$ cat src/sensor_port_pkg.sv
/*
 package for the sensor's two-wire target port: bus address, register map,
 command codes, reset values and the state types.
 assumes one 125 MHz clock and a synchronous active-high reset.
*/
// Behaviour
// - answer address 1110111; write EE, read EF
// - start is data falling while clock high
// - seven address bits, then direction bit
// - acknowledge own address on ninth pulse
// - stop is data rising while clock high
// - change data only while clock low
// - acknowledge every received byte of writes
// - 2E temperature; 34/74/B4/F4 pressure oversampling
// - register address in write sets pointer
// - calibration bytes readable at AA..BF
// - result bytes at F6, F7, F8
// - acknowledge read address after repeated start
// - send high byte first, MSB first
// - temperature 16 bits, pressure 16..19 bits
// - start bit 5 reads 1 while converting
// - bits 7:6 select pressure oversampling
// - B6 to E0 acts as power-on reset
package sensor_port_pkg;
    localparam logic [6:0] BUS_ADDRESS       = 7'h77;
    localparam logic [7:0] REG_CALIB_FIRST   = 8'hAA;
    localparam logic [7:0] REG_CALIB_LAST    = 8'hBF;
    localparam logic [7:0] REG_SOFT_RESET    = 8'hE0;
    localparam logic [7:0] REG_MEAS_CONTROL  = 8'hF4;
    localparam logic [7:0] REG_RESULT_HIGH   = 8'hF6;
    localparam logic [7:0] REG_RESULT_LOW    = 8'hF7;
    localparam logic [7:0] REG_RESULT_XLOW   = 8'hF8;
    localparam logic [7:0] SOFT_RESET_CODE   = 8'hB6;
    localparam logic [7:0] CMD_TEMPERATURE   = 8'h2E;
    localparam logic [4:0] CMD_PRESSURE_LOW  = 5'h14;
    localparam int         START_BIT_POS     = 5;
    localparam int         OSS_MSB_POS       = 7;
    localparam int         OSS_LSB_POS       = 6;
    localparam logic [7:0] CONTROL_RESET     = 8'h00;
    localparam logic [7:0] RESULT_HIGH_RESET = 8'h80;
    localparam logic [7:0] RESULT_LOW_RESET  = 8'h00;
    localparam logic [7:0] RESULT_XLOW_RESET = 8'h00;
    localparam int         CLOCK_MHZ         = 125;
    localparam real        CONV_US_OSS0      = 4500.0;
    localparam real        CONV_US_OSS1      = 7500.0;
    localparam real        CONV_US_OSS2      = 13500.0;
    localparam real        CONV_US_OSS3      = 25500.0;
    localparam int         CONV_CYCLES_OSS0  = int'(CONV_US_OSS0 * CLOCK_MHZ);
    localparam int         CONV_CYCLES_OSS1  = int'(CONV_US_OSS1 * CLOCK_MHZ);
    localparam int         CONV_CYCLES_OSS2  = int'(CONV_US_OSS2 * CLOCK_MHZ);
    localparam int         CONV_CYCLES_OSS3  = int'(CONV_US_OSS3 * CLOCK_MHZ);

    typedef enum logic [2:0] {
        ST_IDLE    = 3'b000,
        ST_ADDRESS = 3'b001,
        ST_ACK     = 3'b010,
        ST_WRITE   = 3'b011,
        ST_READ    = 3'b100,
        ST_RD_ACK  = 3'b101
    } port_state_t;

    typedef struct packed {
        logic       sda;
        logic       scl;
    } bus_pins_t;

    typedef struct packed {
        logic [18:0] word;
        logic        is_temp;
    } conv_result_t;
endpackage

$ cat src/pressure_sensor_i2c_port.sv
/*
 two-wire target port of the barometric sensor with its control and
 result registers and a conversion timer standing in for the converter.
 assumes open-drain wires resolved outside; scl and sda are asynchronous
 pins; raw conversion words come from the converter as a level input.
*/
`timescale 1ns/100ps
module pressure_sensor_i2c_port
    import sensor_port_pkg::*;
#(
    parameter int CONV_OSS0 = CONV_CYCLES_OSS0,
    parameter int CONV_OSS1 = CONV_CYCLES_OSS1,
    parameter int CONV_OSS2 = CONV_CYCLES_OSS2,
    parameter int CONV_OSS3 = CONV_CYCLES_OSS3
) (
    // clock and reset
    input  wire logic         clock,
    input  wire logic         reset,
    // two-wire bus
    input  wire logic         scl_in,
    input  wire logic         sda_in,
    output logic              sda_out,
    output logic              sda_oe,
    // converter and calibration store
    input  wire logic [15:0]  raw_temperature_word,
    input  wire logic [18:0]  raw_pressure_word,
    input  wire logic [175:0] calibration_bytes,
    output logic              conversion_busy
);
    typedef struct packed {
        logic [1:0]  scl_s;
        logic [1:0]  sda_s;
        logic        scl_q;
        logic        sda_q;
        port_state_t st;
        logic [3:0]  bits;
        logic [7:0]  shift;
        logic        rw;
        logic        got_reg;
        logic [7:0]  pointer;
        logic        drive_low;
        logic [7:0]  measurement_control_r;
        logic [7:0]  result_high_r;
        logic [7:0]  result_low_r;
        logic [7:0]  result_xlow_r;
        logic [24:0] timer;
    } state_t;

    state_t s_r;
    state_t s_nxt;
    logic   scl_v;
    logic   sda_v;
    logic   scl_rise;
    logic   scl_fall;
    logic   start_seen;
    logic   stop_seen;
    logic   own_addr;
    logic [7:0] read_data;
    logic [7:0] cal_idx;
    logic [1:0] oss;

    assign scl_v      = s_r.scl_s[1];
    assign sda_v      = s_r.sda_s[1];
    assign scl_rise   = scl_v && !s_r.scl_q;
    assign scl_fall   = !scl_v && s_r.scl_q;
    assign start_seen = scl_v && s_r.scl_q && s_r.sda_q && !sda_v;
    assign stop_seen  = scl_v && s_r.scl_q && !s_r.sda_q && sda_v;
    assign own_addr   = (s_r.shift[7:1] == BUS_ADDRESS);
    assign oss        = s_r.measurement_control_r[OSS_MSB_POS:OSS_LSB_POS];
    assign cal_idx    = s_r.pointer - REG_CALIB_FIRST;

    // register read mux
    always_comb begin
        read_data = 8'h00;
        if (s_r.pointer >= REG_CALIB_FIRST && s_r.pointer <= REG_CALIB_LAST) begin
            read_data = calibration_bytes[cal_idx[4:0]*8 +: 8];
        end else begin
            unique case (s_r.pointer)
                REG_MEAS_CONTROL: read_data = s_r.measurement_control_r;
                REG_RESULT_HIGH:  read_data = s_r.result_high_r;
                REG_RESULT_LOW:   read_data = s_r.result_low_r;
                REG_RESULT_XLOW:  read_data = s_r.result_xlow_r;
                default:          read_data = 8'h00;
            endcase
        end
    end

    always_comb begin
        s_nxt       = s_r;
        s_nxt.scl_s = {s_r.scl_s[0], scl_in};
        s_nxt.sda_s = {s_r.sda_s[0], sda_in};
        s_nxt.scl_q = scl_v;
        s_nxt.sda_q = sda_v;

        // conversion timer; busy bit clears in the same cycle the results are loaded
        if (s_r.timer != 25'd0) begin
            s_nxt.timer = s_r.timer - 25'd1;
            if (s_r.timer == 25'd1) begin
                s_nxt.measurement_control_r[START_BIT_POS] = 1'b0;
                if (s_r.measurement_control_r[4:0] == CMD_TEMPERATURE[4:0]) begin
                    s_nxt.result_high_r = raw_temperature_word[15:8];
                    s_nxt.result_low_r  = raw_temperature_word[7:0];
                    s_nxt.result_xlow_r = 8'h00;
                end else begin
                    s_nxt.result_high_r = raw_pressure_word[18:11];
                    s_nxt.result_low_r  = raw_pressure_word[10:3];
                    s_nxt.result_xlow_r = {raw_pressure_word[2:0], 5'b0_0000};
                end
            end
        end

        if (stop_seen) begin
            s_nxt.st        = ST_IDLE;
            s_nxt.drive_low = 1'b0;
        end else if (start_seen) begin // repeated start keeps the pointer
            s_nxt.st        = ST_ADDRESS;
            s_nxt.bits      = 4'd0;
            s_nxt.drive_low = 1'b0;
            s_nxt.got_reg   = 1'b0;
        end else begin
            unique case (s_r.st)
                ST_IDLE: begin
                end
                ST_ADDRESS, ST_WRITE: begin
                    if (scl_rise) begin
                        s_nxt.shift = {s_r.shift[6:0], sda_v};
                        s_nxt.bits  = s_r.bits + 4'd1;
                    end
                    if (scl_fall && s_r.bits == 4'd8) begin
                        s_nxt.bits = 4'd0;
                        if (s_r.st == ST_ADDRESS) begin
                            if (own_addr) begin
                                s_nxt.rw        = s_r.shift[0];
                                s_nxt.drive_low = 1'b1;
                                s_nxt.st        = ST_ACK;
                            end else begin
                                s_nxt.st = ST_IDLE;
                            end
                        end else begin
                            s_nxt.drive_low = 1'b1;
                            s_nxt.st        = ST_ACK;
                            if (!s_r.got_reg) begin
                                s_nxt.pointer = s_r.shift;
                                s_nxt.got_reg = 1'b1;
                            end else begin
                                s_nxt.pointer = s_r.pointer + 8'd1;
                                if (s_r.pointer == REG_MEAS_CONTROL) begin
                                    s_nxt.measurement_control_r = s_r.shift | 8'h20;
                                    unique case (s_r.shift[OSS_MSB_POS:OSS_LSB_POS])
                                        2'd0: s_nxt.timer = 25'(CONV_OSS0);
                                        2'd1: s_nxt.timer = 25'(CONV_OSS1);
                                        2'd2: s_nxt.timer = 25'(CONV_OSS2);
                                        2'd3: s_nxt.timer = 25'(CONV_OSS3);
                                    endcase
                                    if (s_r.shift == CMD_TEMPERATURE) begin
                                        s_nxt.timer = 25'(CONV_OSS0);
                                    end
                                end
                                if (s_r.pointer == REG_SOFT_RESET && s_r.shift == SOFT_RESET_CODE) begin
                                    s_nxt.measurement_control_r = CONTROL_RESET;
                                    s_nxt.result_high_r         = RESULT_HIGH_RESET;
                                    s_nxt.result_low_r          = RESULT_LOW_RESET;
                                    s_nxt.result_xlow_r         = RESULT_XLOW_RESET;
                                    s_nxt.timer                 = 25'd0;
                                end
                            end
                        end
                    end
                end
                ST_ACK: begin
                    if (scl_fall) begin // release only while clock low
                        s_nxt.drive_low = 1'b0;
                        if (s_r.rw) begin
                            s_nxt.st        = ST_READ;
                            s_nxt.shift     = read_data;
                            s_nxt.drive_low = !read_data[7];
                            s_nxt.bits      = 4'd1;
                            s_nxt.pointer   = s_r.pointer + 8'd1;
                        end else begin
                            s_nxt.st = ST_WRITE;
                        end
                    end
                end
                ST_READ: begin
                    if (scl_fall) begin
                        if (s_r.bits == 4'd8) begin
                            s_nxt.drive_low = 1'b0;
                            s_nxt.st        = ST_RD_ACK;
                        end else begin
                            s_nxt.drive_low = !s_r.shift[6];
                            s_nxt.shift     = {s_r.shift[6:0], 1'b0};
                            s_nxt.bits      = s_r.bits + 4'd1;
                        end
                    end
                end
                ST_RD_ACK: begin
                    if (scl_rise) begin
                        s_nxt.rw = !sda_v; // no-ack ends the burst
                    end
                    if (scl_fall) begin
                        if (s_r.rw) begin
                            s_nxt.st        = ST_READ;
                            s_nxt.shift     = read_data;
                            s_nxt.drive_low = !read_data[7];
                            s_nxt.bits      = 4'd1;
                            s_nxt.pointer   = s_r.pointer + 8'd1;
                        end else begin
                            s_nxt.st = ST_IDLE;
                        end
                    end
                end
                // codes 110 and 111 cannot be reached; recover to idle if upset
                default: s_nxt.st = ST_IDLE;
            endcase
        end
    end

    always_ff @(posedge clock) begin
        if (reset) begin
            s_r                       <= '0;
            s_r.scl_s                 <= 2'b11;
            s_r.sda_s                 <= 2'b11;
            s_r.scl_q                 <= 1'b1;
            s_r.sda_q                 <= 1'b1;
            s_r.st                    <= ST_IDLE;
            s_r.measurement_control_r <= CONTROL_RESET;
            s_r.result_high_r         <= RESULT_HIGH_RESET;
        end else begin
            s_r <= s_nxt;
        end
    end

    assign sda_out         = 1'b0;
    assign sda_oe          = s_r.drive_low;
    assign conversion_busy = s_r.measurement_control_r[START_BIT_POS];
endmodule

$ cat config.mk
export PLATFORM = sky130hd
export DESIGN_NAME = pressure_sensor_i2c_port
export DESIGN_NICKNAME = d
export VERILOG_FILES = /design/src/sensor_port_pkg.sv /design/src/pressure_sensor_i2c_port.sv
export SDC_FILE = /design/constraint.sdc
export NUM_CORES = 1
export LEC_CHECK = 0
export ABC_AREA = 1
export BUFFER_PORTS_ARGS = -buffer_cell sky130_fd_sc_hd__buf_2
export CORE_UTILIZATION = 55
export CTS_BUF_LIST = sky130_fd_sc_hd__clkbuf_8 sky130_fd_sc_hd__clkbuf_16
export DETAILED_ROUTE_END_ITERATION = 8
export PLACE_DENSITY_LB_ADDON = 0.05
export SLEW_MARGIN = 20
export SYNTH_ARGS = -nofsm -noshare
export SYNTH_HDL_FRONTEND = slang
export SYNTH_SLANG_ARGS = --single-unit
$ cat constraint.sdc
create_clock -name clock -period 3.25 [get_ports clock]
set_input_delay 0.1625 -clock clock [delete_from_list [all_inputs] [get_ports clock]]
set_output_delay 0.1625 -clock clock [all_outputs]
set_load 0.005 [all_outputs]
-- Word level (Yosys, flattened, before mapping)
Index checks and enable logic that the tools add are counted.
- multiplexer cells: 51
- $mul: 0
- magnitude comparators: 2
- divide/modulo/power cells: 0
- shift operators: 1
- bitwise operators: 4
- $add $sub $neg: 4
- equal/unequal tests: 42
- reduce and logical (&&, ||, !) cells: 38
- operators with widths (cell ; count):
    176-bit by 9-bit variable part select with 8-bit output ; 1
    57-bit two-way mux ; 3
    55-bit two-way mux ; 3
    25-bit case mux with 4 select lines ; 1
    68-bit two-way mux ; 1
    25-bit two-way mux ; 2
    49-bit two-way mux ; 1
    8-bit equality test (second input constant) ; 6
    24-bit two-way mux ; 2
    12-bit case mux with 4 select lines ; 1
    15-bit two-way mux ; 3
    9-bit two-way mux ; 5
    12-bit two-way mux ; 3
    8-bit case mux with 4 select lines ; 1
    2-bit != test (second input constant) ; 15
    7-bit AND reduction ; 4
    25-bit by 1-bit equality test with 1-bit output (second input constant) ; 1
    25-bit nonzero test ; 1
    25-bit by 1-bit subtractor with 25-bit output (second input constant) ; 1
    8-bit two-way mux ; 3
    8-bit case mux with 3 select lines ; 1
    3-bit != test (second input constant) ; 7
    3-bit case mux with 5 select lines ; 1
    3-bit two-way mux ; 4
    other kinds (36) ; 71
- register bits: 89
- memories kept: 0
- bits in read-only memories: 0
- latch bits: 0
- output and inout port bits: 3
- logic and storage cells: 160
- input port bits: 215
- RAM bits: 0

-- Longest topological paths before layout
- word-level depth: 12
- depth in mapped cells: 16
- gate-level depth less buffers: 14

-- Worst setup path before layout
OpenSTA, ideal clock, no wires.
- kind: reg2reg
- from: register s_r[59] in the netlist's numbering
- to: register s_r, in the netlist sda_oe
- required time: 3.141 ns
- cell stages (with the launch flop): 17
- arrival: 2.121 ns
- period minus slack after synthesis: 2.230 ns
- path slack: 1.020 ns
- buffers on the path: 3
- library setup time: 0.109 ns
- path through: dfxtp_1 -> buf_2 -> clkinv_2 -> buf_2 -> ha_1 -> clkbuf_1 -> nor2_1 -> o21a_1 -> o21ai_0 -> nand2_1 -> nand2_1 -> nand2_1 -> nand2_1 -> nand3_1 -> nand3_1 -> nand2_1 -> inv_1
- longest elaborated chain between the ends: 7
- elaborated cells on any way between the ends: 17
- those cells by class: 1 x add/sub; 2 x order compare; 4 x eq/ne; 1 x shift; 7 x mux; 2 x reduce/logical
- RTL lines (what ; line ; source):
    start: declaration ; pressure_sensor_i2c_port.sv:49 ; state_t s_r;
    start signal: assignment ; pressure_sensor_i2c_port.sv:229 ; s_r <= s_nxt;
    5-bit by 4-bit subtractor with 5-bit output, or another cell as far along ; pressure_sensor_i2c_port.sv:70 ; assign cal_idx = s_r.pointer - REG_CALIB_FIRST;
    176-bit by 9-bit variable part select with 8-bit output, or another cell as far along ; pressure_sensor_i2c_port.sv:76 ; read_data = calibration_bytes[cal_idx[4:0]*8 +: 8];
    8-bit two-way mux * ; pressure_sensor_i2c_port.sv:75 ; if (s_r.pointer >= REG_CALIB_FIRST && s_r.pointer <= REG_CALIB_LAST) begin
    1-bit zero test * ; pressure_sensor_i2c_port.sv:176, pressure_sensor_i2c_port.sv:204 ;
    9-bit two-way mux, on equally long branches ; pressure_sensor_i2c_port.sv:201, pressure_sensor_i2c_port.sv:173 ;
    9-bit two-way mux, on equally long branches ; pressure_sensor_i2c_port.sv:200, pressure_sensor_i2c_port.sv:171 ;
    1-bit case mux with 4 select lines * ; pressure_sensor_i2c_port.sv:121 ; unique case (s_r.st)
Every way passes the cells marked *; elsewhere a longest branch is shown, timed or not. The select of a mux whose other input is x is not followed.
A chain may end at the register's enable or synchronous reset.

-- Final worst setup path
- from: register s_r[63] in the netlist's numbering
- to: register s_r[50] in the netlist's numbering
- longest elaborated chain between the ends: 4
- elaborated cells on any way between the ends: 6
- those cells by class: 2 x eq/ne; 1 x mux; 3 x reduce/logical
- RTL lines (what ; line ; source):
    8-bit equality test ; pressure_sensor_i2c_port.sv:159 ; if (s_r.pointer == REG_SOFT_RESET && s_r.shift == SOFT_RESET_CODE) begin
    1-bit logical AND ; pressure_sensor_i2c_port.sv:159 ;
    2-bit nonzero test (no source line) ; -- ;
    7-bit AND reduction (no source line) ; -- ;
Parallel ways exist; a longest one is shown, timed or not.

==> impl_metrics.json <==
{
  "status": "completed",
  "die_x_um": 115,
  "grt_pass1_vias": 7495,
  "ctsHoldBuffers": 2,
  "antenna_cells": 0,
  "end_kind": "flop",
  "cts.clk_slew.worst_paths_ns": 0.07,
  "finalSetupTns_ns": 0,
  "crit_fanout": 16,
  "seq_area_um2": 1780,
  "ctsHtreeMaxLevel": 3,
  "syn_inst": 1129,
  "syn_to_final_growth_pct": 20.1,
  "syn_area_um2": 6980,
  "finalCritPeriodShare_pct": 71.9,
  "clockBufferDepth": 2,
  "cts.sinks": 89,
  "slew_headroom_pct": 54.8,
  "clockRootBuffer": "clkbuf_16",
  "hold_violations": 0,
  "cts.repair.resized": 0,
  "fp-row-count": 40,
  "tightestPinTransition_ns": 0.674,
  "die_h_um": 115,
  "synth-main-ff-cell": "dfxtp_1",
  "die_area_um2": 13100,
  "place_congestion": 0.964,
  "timing.hold.ws_ns": 0.124,
  "rsz0062_at_grt": "false",
  "fmax_ghz": 0.428,
  "post-dp-hpwl_mm": 16.8,
  "power.leakage_nw": 4.03,
  "hold_path_class": "input port to flop",
  "yosys.area.top_type": "dfxtp_1",
  "cts_tree": "done",
  "cts_buffers": 9,
  "vias": 8183,
  "drive_gt1_share_pct": 22.7,
  "critPathLaunchType": "flop",
  "track_usage_pct": 33.2,
  "grt_pass1_wl_mm": 34.9,
  "setup_viol_count_final": 0,
  "synth-seq-area-share_pct": 25.5,
  "ys_top_cells_by_area": "dfxtp_1 (26%), nand2_1 (17%), a21oi_1 (9.3%)",
  "first_pass_iters": 5,
  "postCtsSetupRepairBufs": 0,
  "drtIter0Drc": 714,
  "critPathArrivalTime_ns": 2.56,
  "routed_wirelength_mm": 21.7,
  "drc": 0,
  "design.core.area_um2": 12200,
  "ios": 218,
  "io_buffers": 216,
  "antenna_left": 0,
  "grt_overflow_total": 0,
  "finalMaxSlewViolations": 0,
  "via_per_inst": 5.50,
  "powerDensity_nw_per_um2": 557,
  "finClkSkew_ns": 0.0123,
  "drv_cap": 0,
  "synth_cell_types": 53,
  "finalCriticalPeriod_ns": 2.34,
  "multiInputGateArea_um2": 4510,
  "start_util_pct": 57.4,
  "synth_area_per_cell_um2": 6.18,
  "async_flop_share_pct": 0,
  "fillCellCount": 1161,
  "clock_latency_ns": 0.35,
  "yosysWarnings": 0,
  "antenna_found_initial": 0,
  "wl_per_cell_um": 14.6,
  "ir_drop_v": 0.000940,
  "synth-seq-cells": 89,
  "synth_edf_count": 0,
  "grt_max_degree": 88,
  "path_class": "flop to flop",
  "synth_top_area_share_pct": 25.5,
  "final_nets": 1545,
  "synth_nets": 1360,
  "crit_required_ns": 3.48
}
==> synth_stat cells (10+ instances only) <==
cell,number
nor3_1,10
nor2_1,93
ha_1,16
buf_4,12
a21o_1,14
nand4_1,13
inv_2,11
buf_2,11
a31oi_1,10
o22ai_1,12
a21oi_1,130
nand2_2,10
inv_1,91
clkbuf_1,22
dfxtp_1,89
a22oi_1,30
xor2_1,10
nand3_1,88
o21ai_0,61
nand2_1,314
==> state kept, by name (all words and copies together) (netlist names) <==
| register | cells |
|---|---|
| sda_oe | 1 |
| s_r | 81 |
| conversion_busy | 1 |
| s_nxt | 4 |
| oss | 2 |
==> kinds of logic after synthesis <==
| kind of cell | count (synthesis) | synth area share (%) |
|---|---|---|
| simple gates | 567 | 36.3 |
| compound gates | 286 | 23.7 |
| buf+inv | 157 | 9.74 |
| flops | 89 | 25.5 |
| fa+ha+maj | 16 | 2.87 |
| xor+xnor | 13 | 1.85 |
| other cells | 1 | 0.0538 |
==> critical path: stages, from the launching register on <==
cell and delay, ns:
dfxtp_1 0.45, nand2_1 0.18, nor2_4 0.37, nand4_1 0.24, inv_2 0.22, nand2_2 0.14, nand3_2 0.31, inv_2 0.14
nand2_1 0.09, o21ai_0 0.08
==> cells in the final DEF (no fill, tap or decap), types with 3 or more instances in the layout <==
cell       count
nor3_2         3
inv_8          3
nor2_4         5
nand4_1       13
or2_2          4
o21ai_0       61
a21o_1        14
ha_1          16
a31oi_1       10
nand3_4        3
a21oi_1      130
a211oi_1       6
nand3_2        5
nor2_2         8
o21ai_1        7
nand2_2       10
a221oi_1       5
buf_4          8
nand2_1      314
clkbuf_16      9
nand3_1       88
inv_1         91
nor2_1        93
o22ai_1       12
dfxtp_1       88
a22oi_1       30
xor2_1        10
inv_2         11
nor4_1         3
buf_2        216
nor3_1        10
==> area by class of cell <==
cell class | instances | share of cell area, %
Multi-Input combinational cell | 883 | 53.9
Clock inverter | 7 | 0.881
Clock buffer | 9 | 2.69
Sequential cell | 89 | 21.3
Tap cell | 168 | 2.51
Inverter | 104 | 4.67
Timing Repair Buffer | 227 | 14.1
==> layer usage <==
metal / track usage, % / vias up / wire (um)
li1: - / 4153 / -
met1: 41.7 / 3646 / 9390
met2: 56.6 / 334 / 10100
met3: 5.98 / 50 / 1570
met4: 12.5 / 0 / 556
met5: 0 / - / 0
==> power by group <==
part / internal, mW / switching (mW)
clock: 0.542 / 0.489
sequential: 1.29 / 0.182
combinational: 0.765 / 1.39
==> final timing paths <==
kind / from / to / slack (ns) / cells past startpoint
setup / recovery: s_r[63] / s_r[50] / 0.91 / 9
hold / removal: raw_pressure_word[0] / s_r[30] / 0.12 / 3
setup reg to reg: s_r[63] / s_r[50] / 0.91 / 9
hold reg to reg: s_nxt[86] / s_nxt[83] / 0.41 / 1
==> stage by stage <==
step / cell area [um^2] / utilization [%] / total power, mW / setup slack [ns] / std cells
after CTS: 8380 / 68.9 / 4.65 / 0.918 / 1487
after detailed placement: 8060 / 66.3 / 3.61 / 0.947 / 1469
after floorplan: 6980 / - / 3.13 / 1.02 / 1129
final: 8380 / 68.9 / 4.66 / 0.914 / 1487
after global routing: 8380 / 68.9 / 5.01 / 0.725 / 1487
after global placement: 8060 / 66.3 / 3.59 / 1.02 / 1469
(Power assumes the default switching activity.)
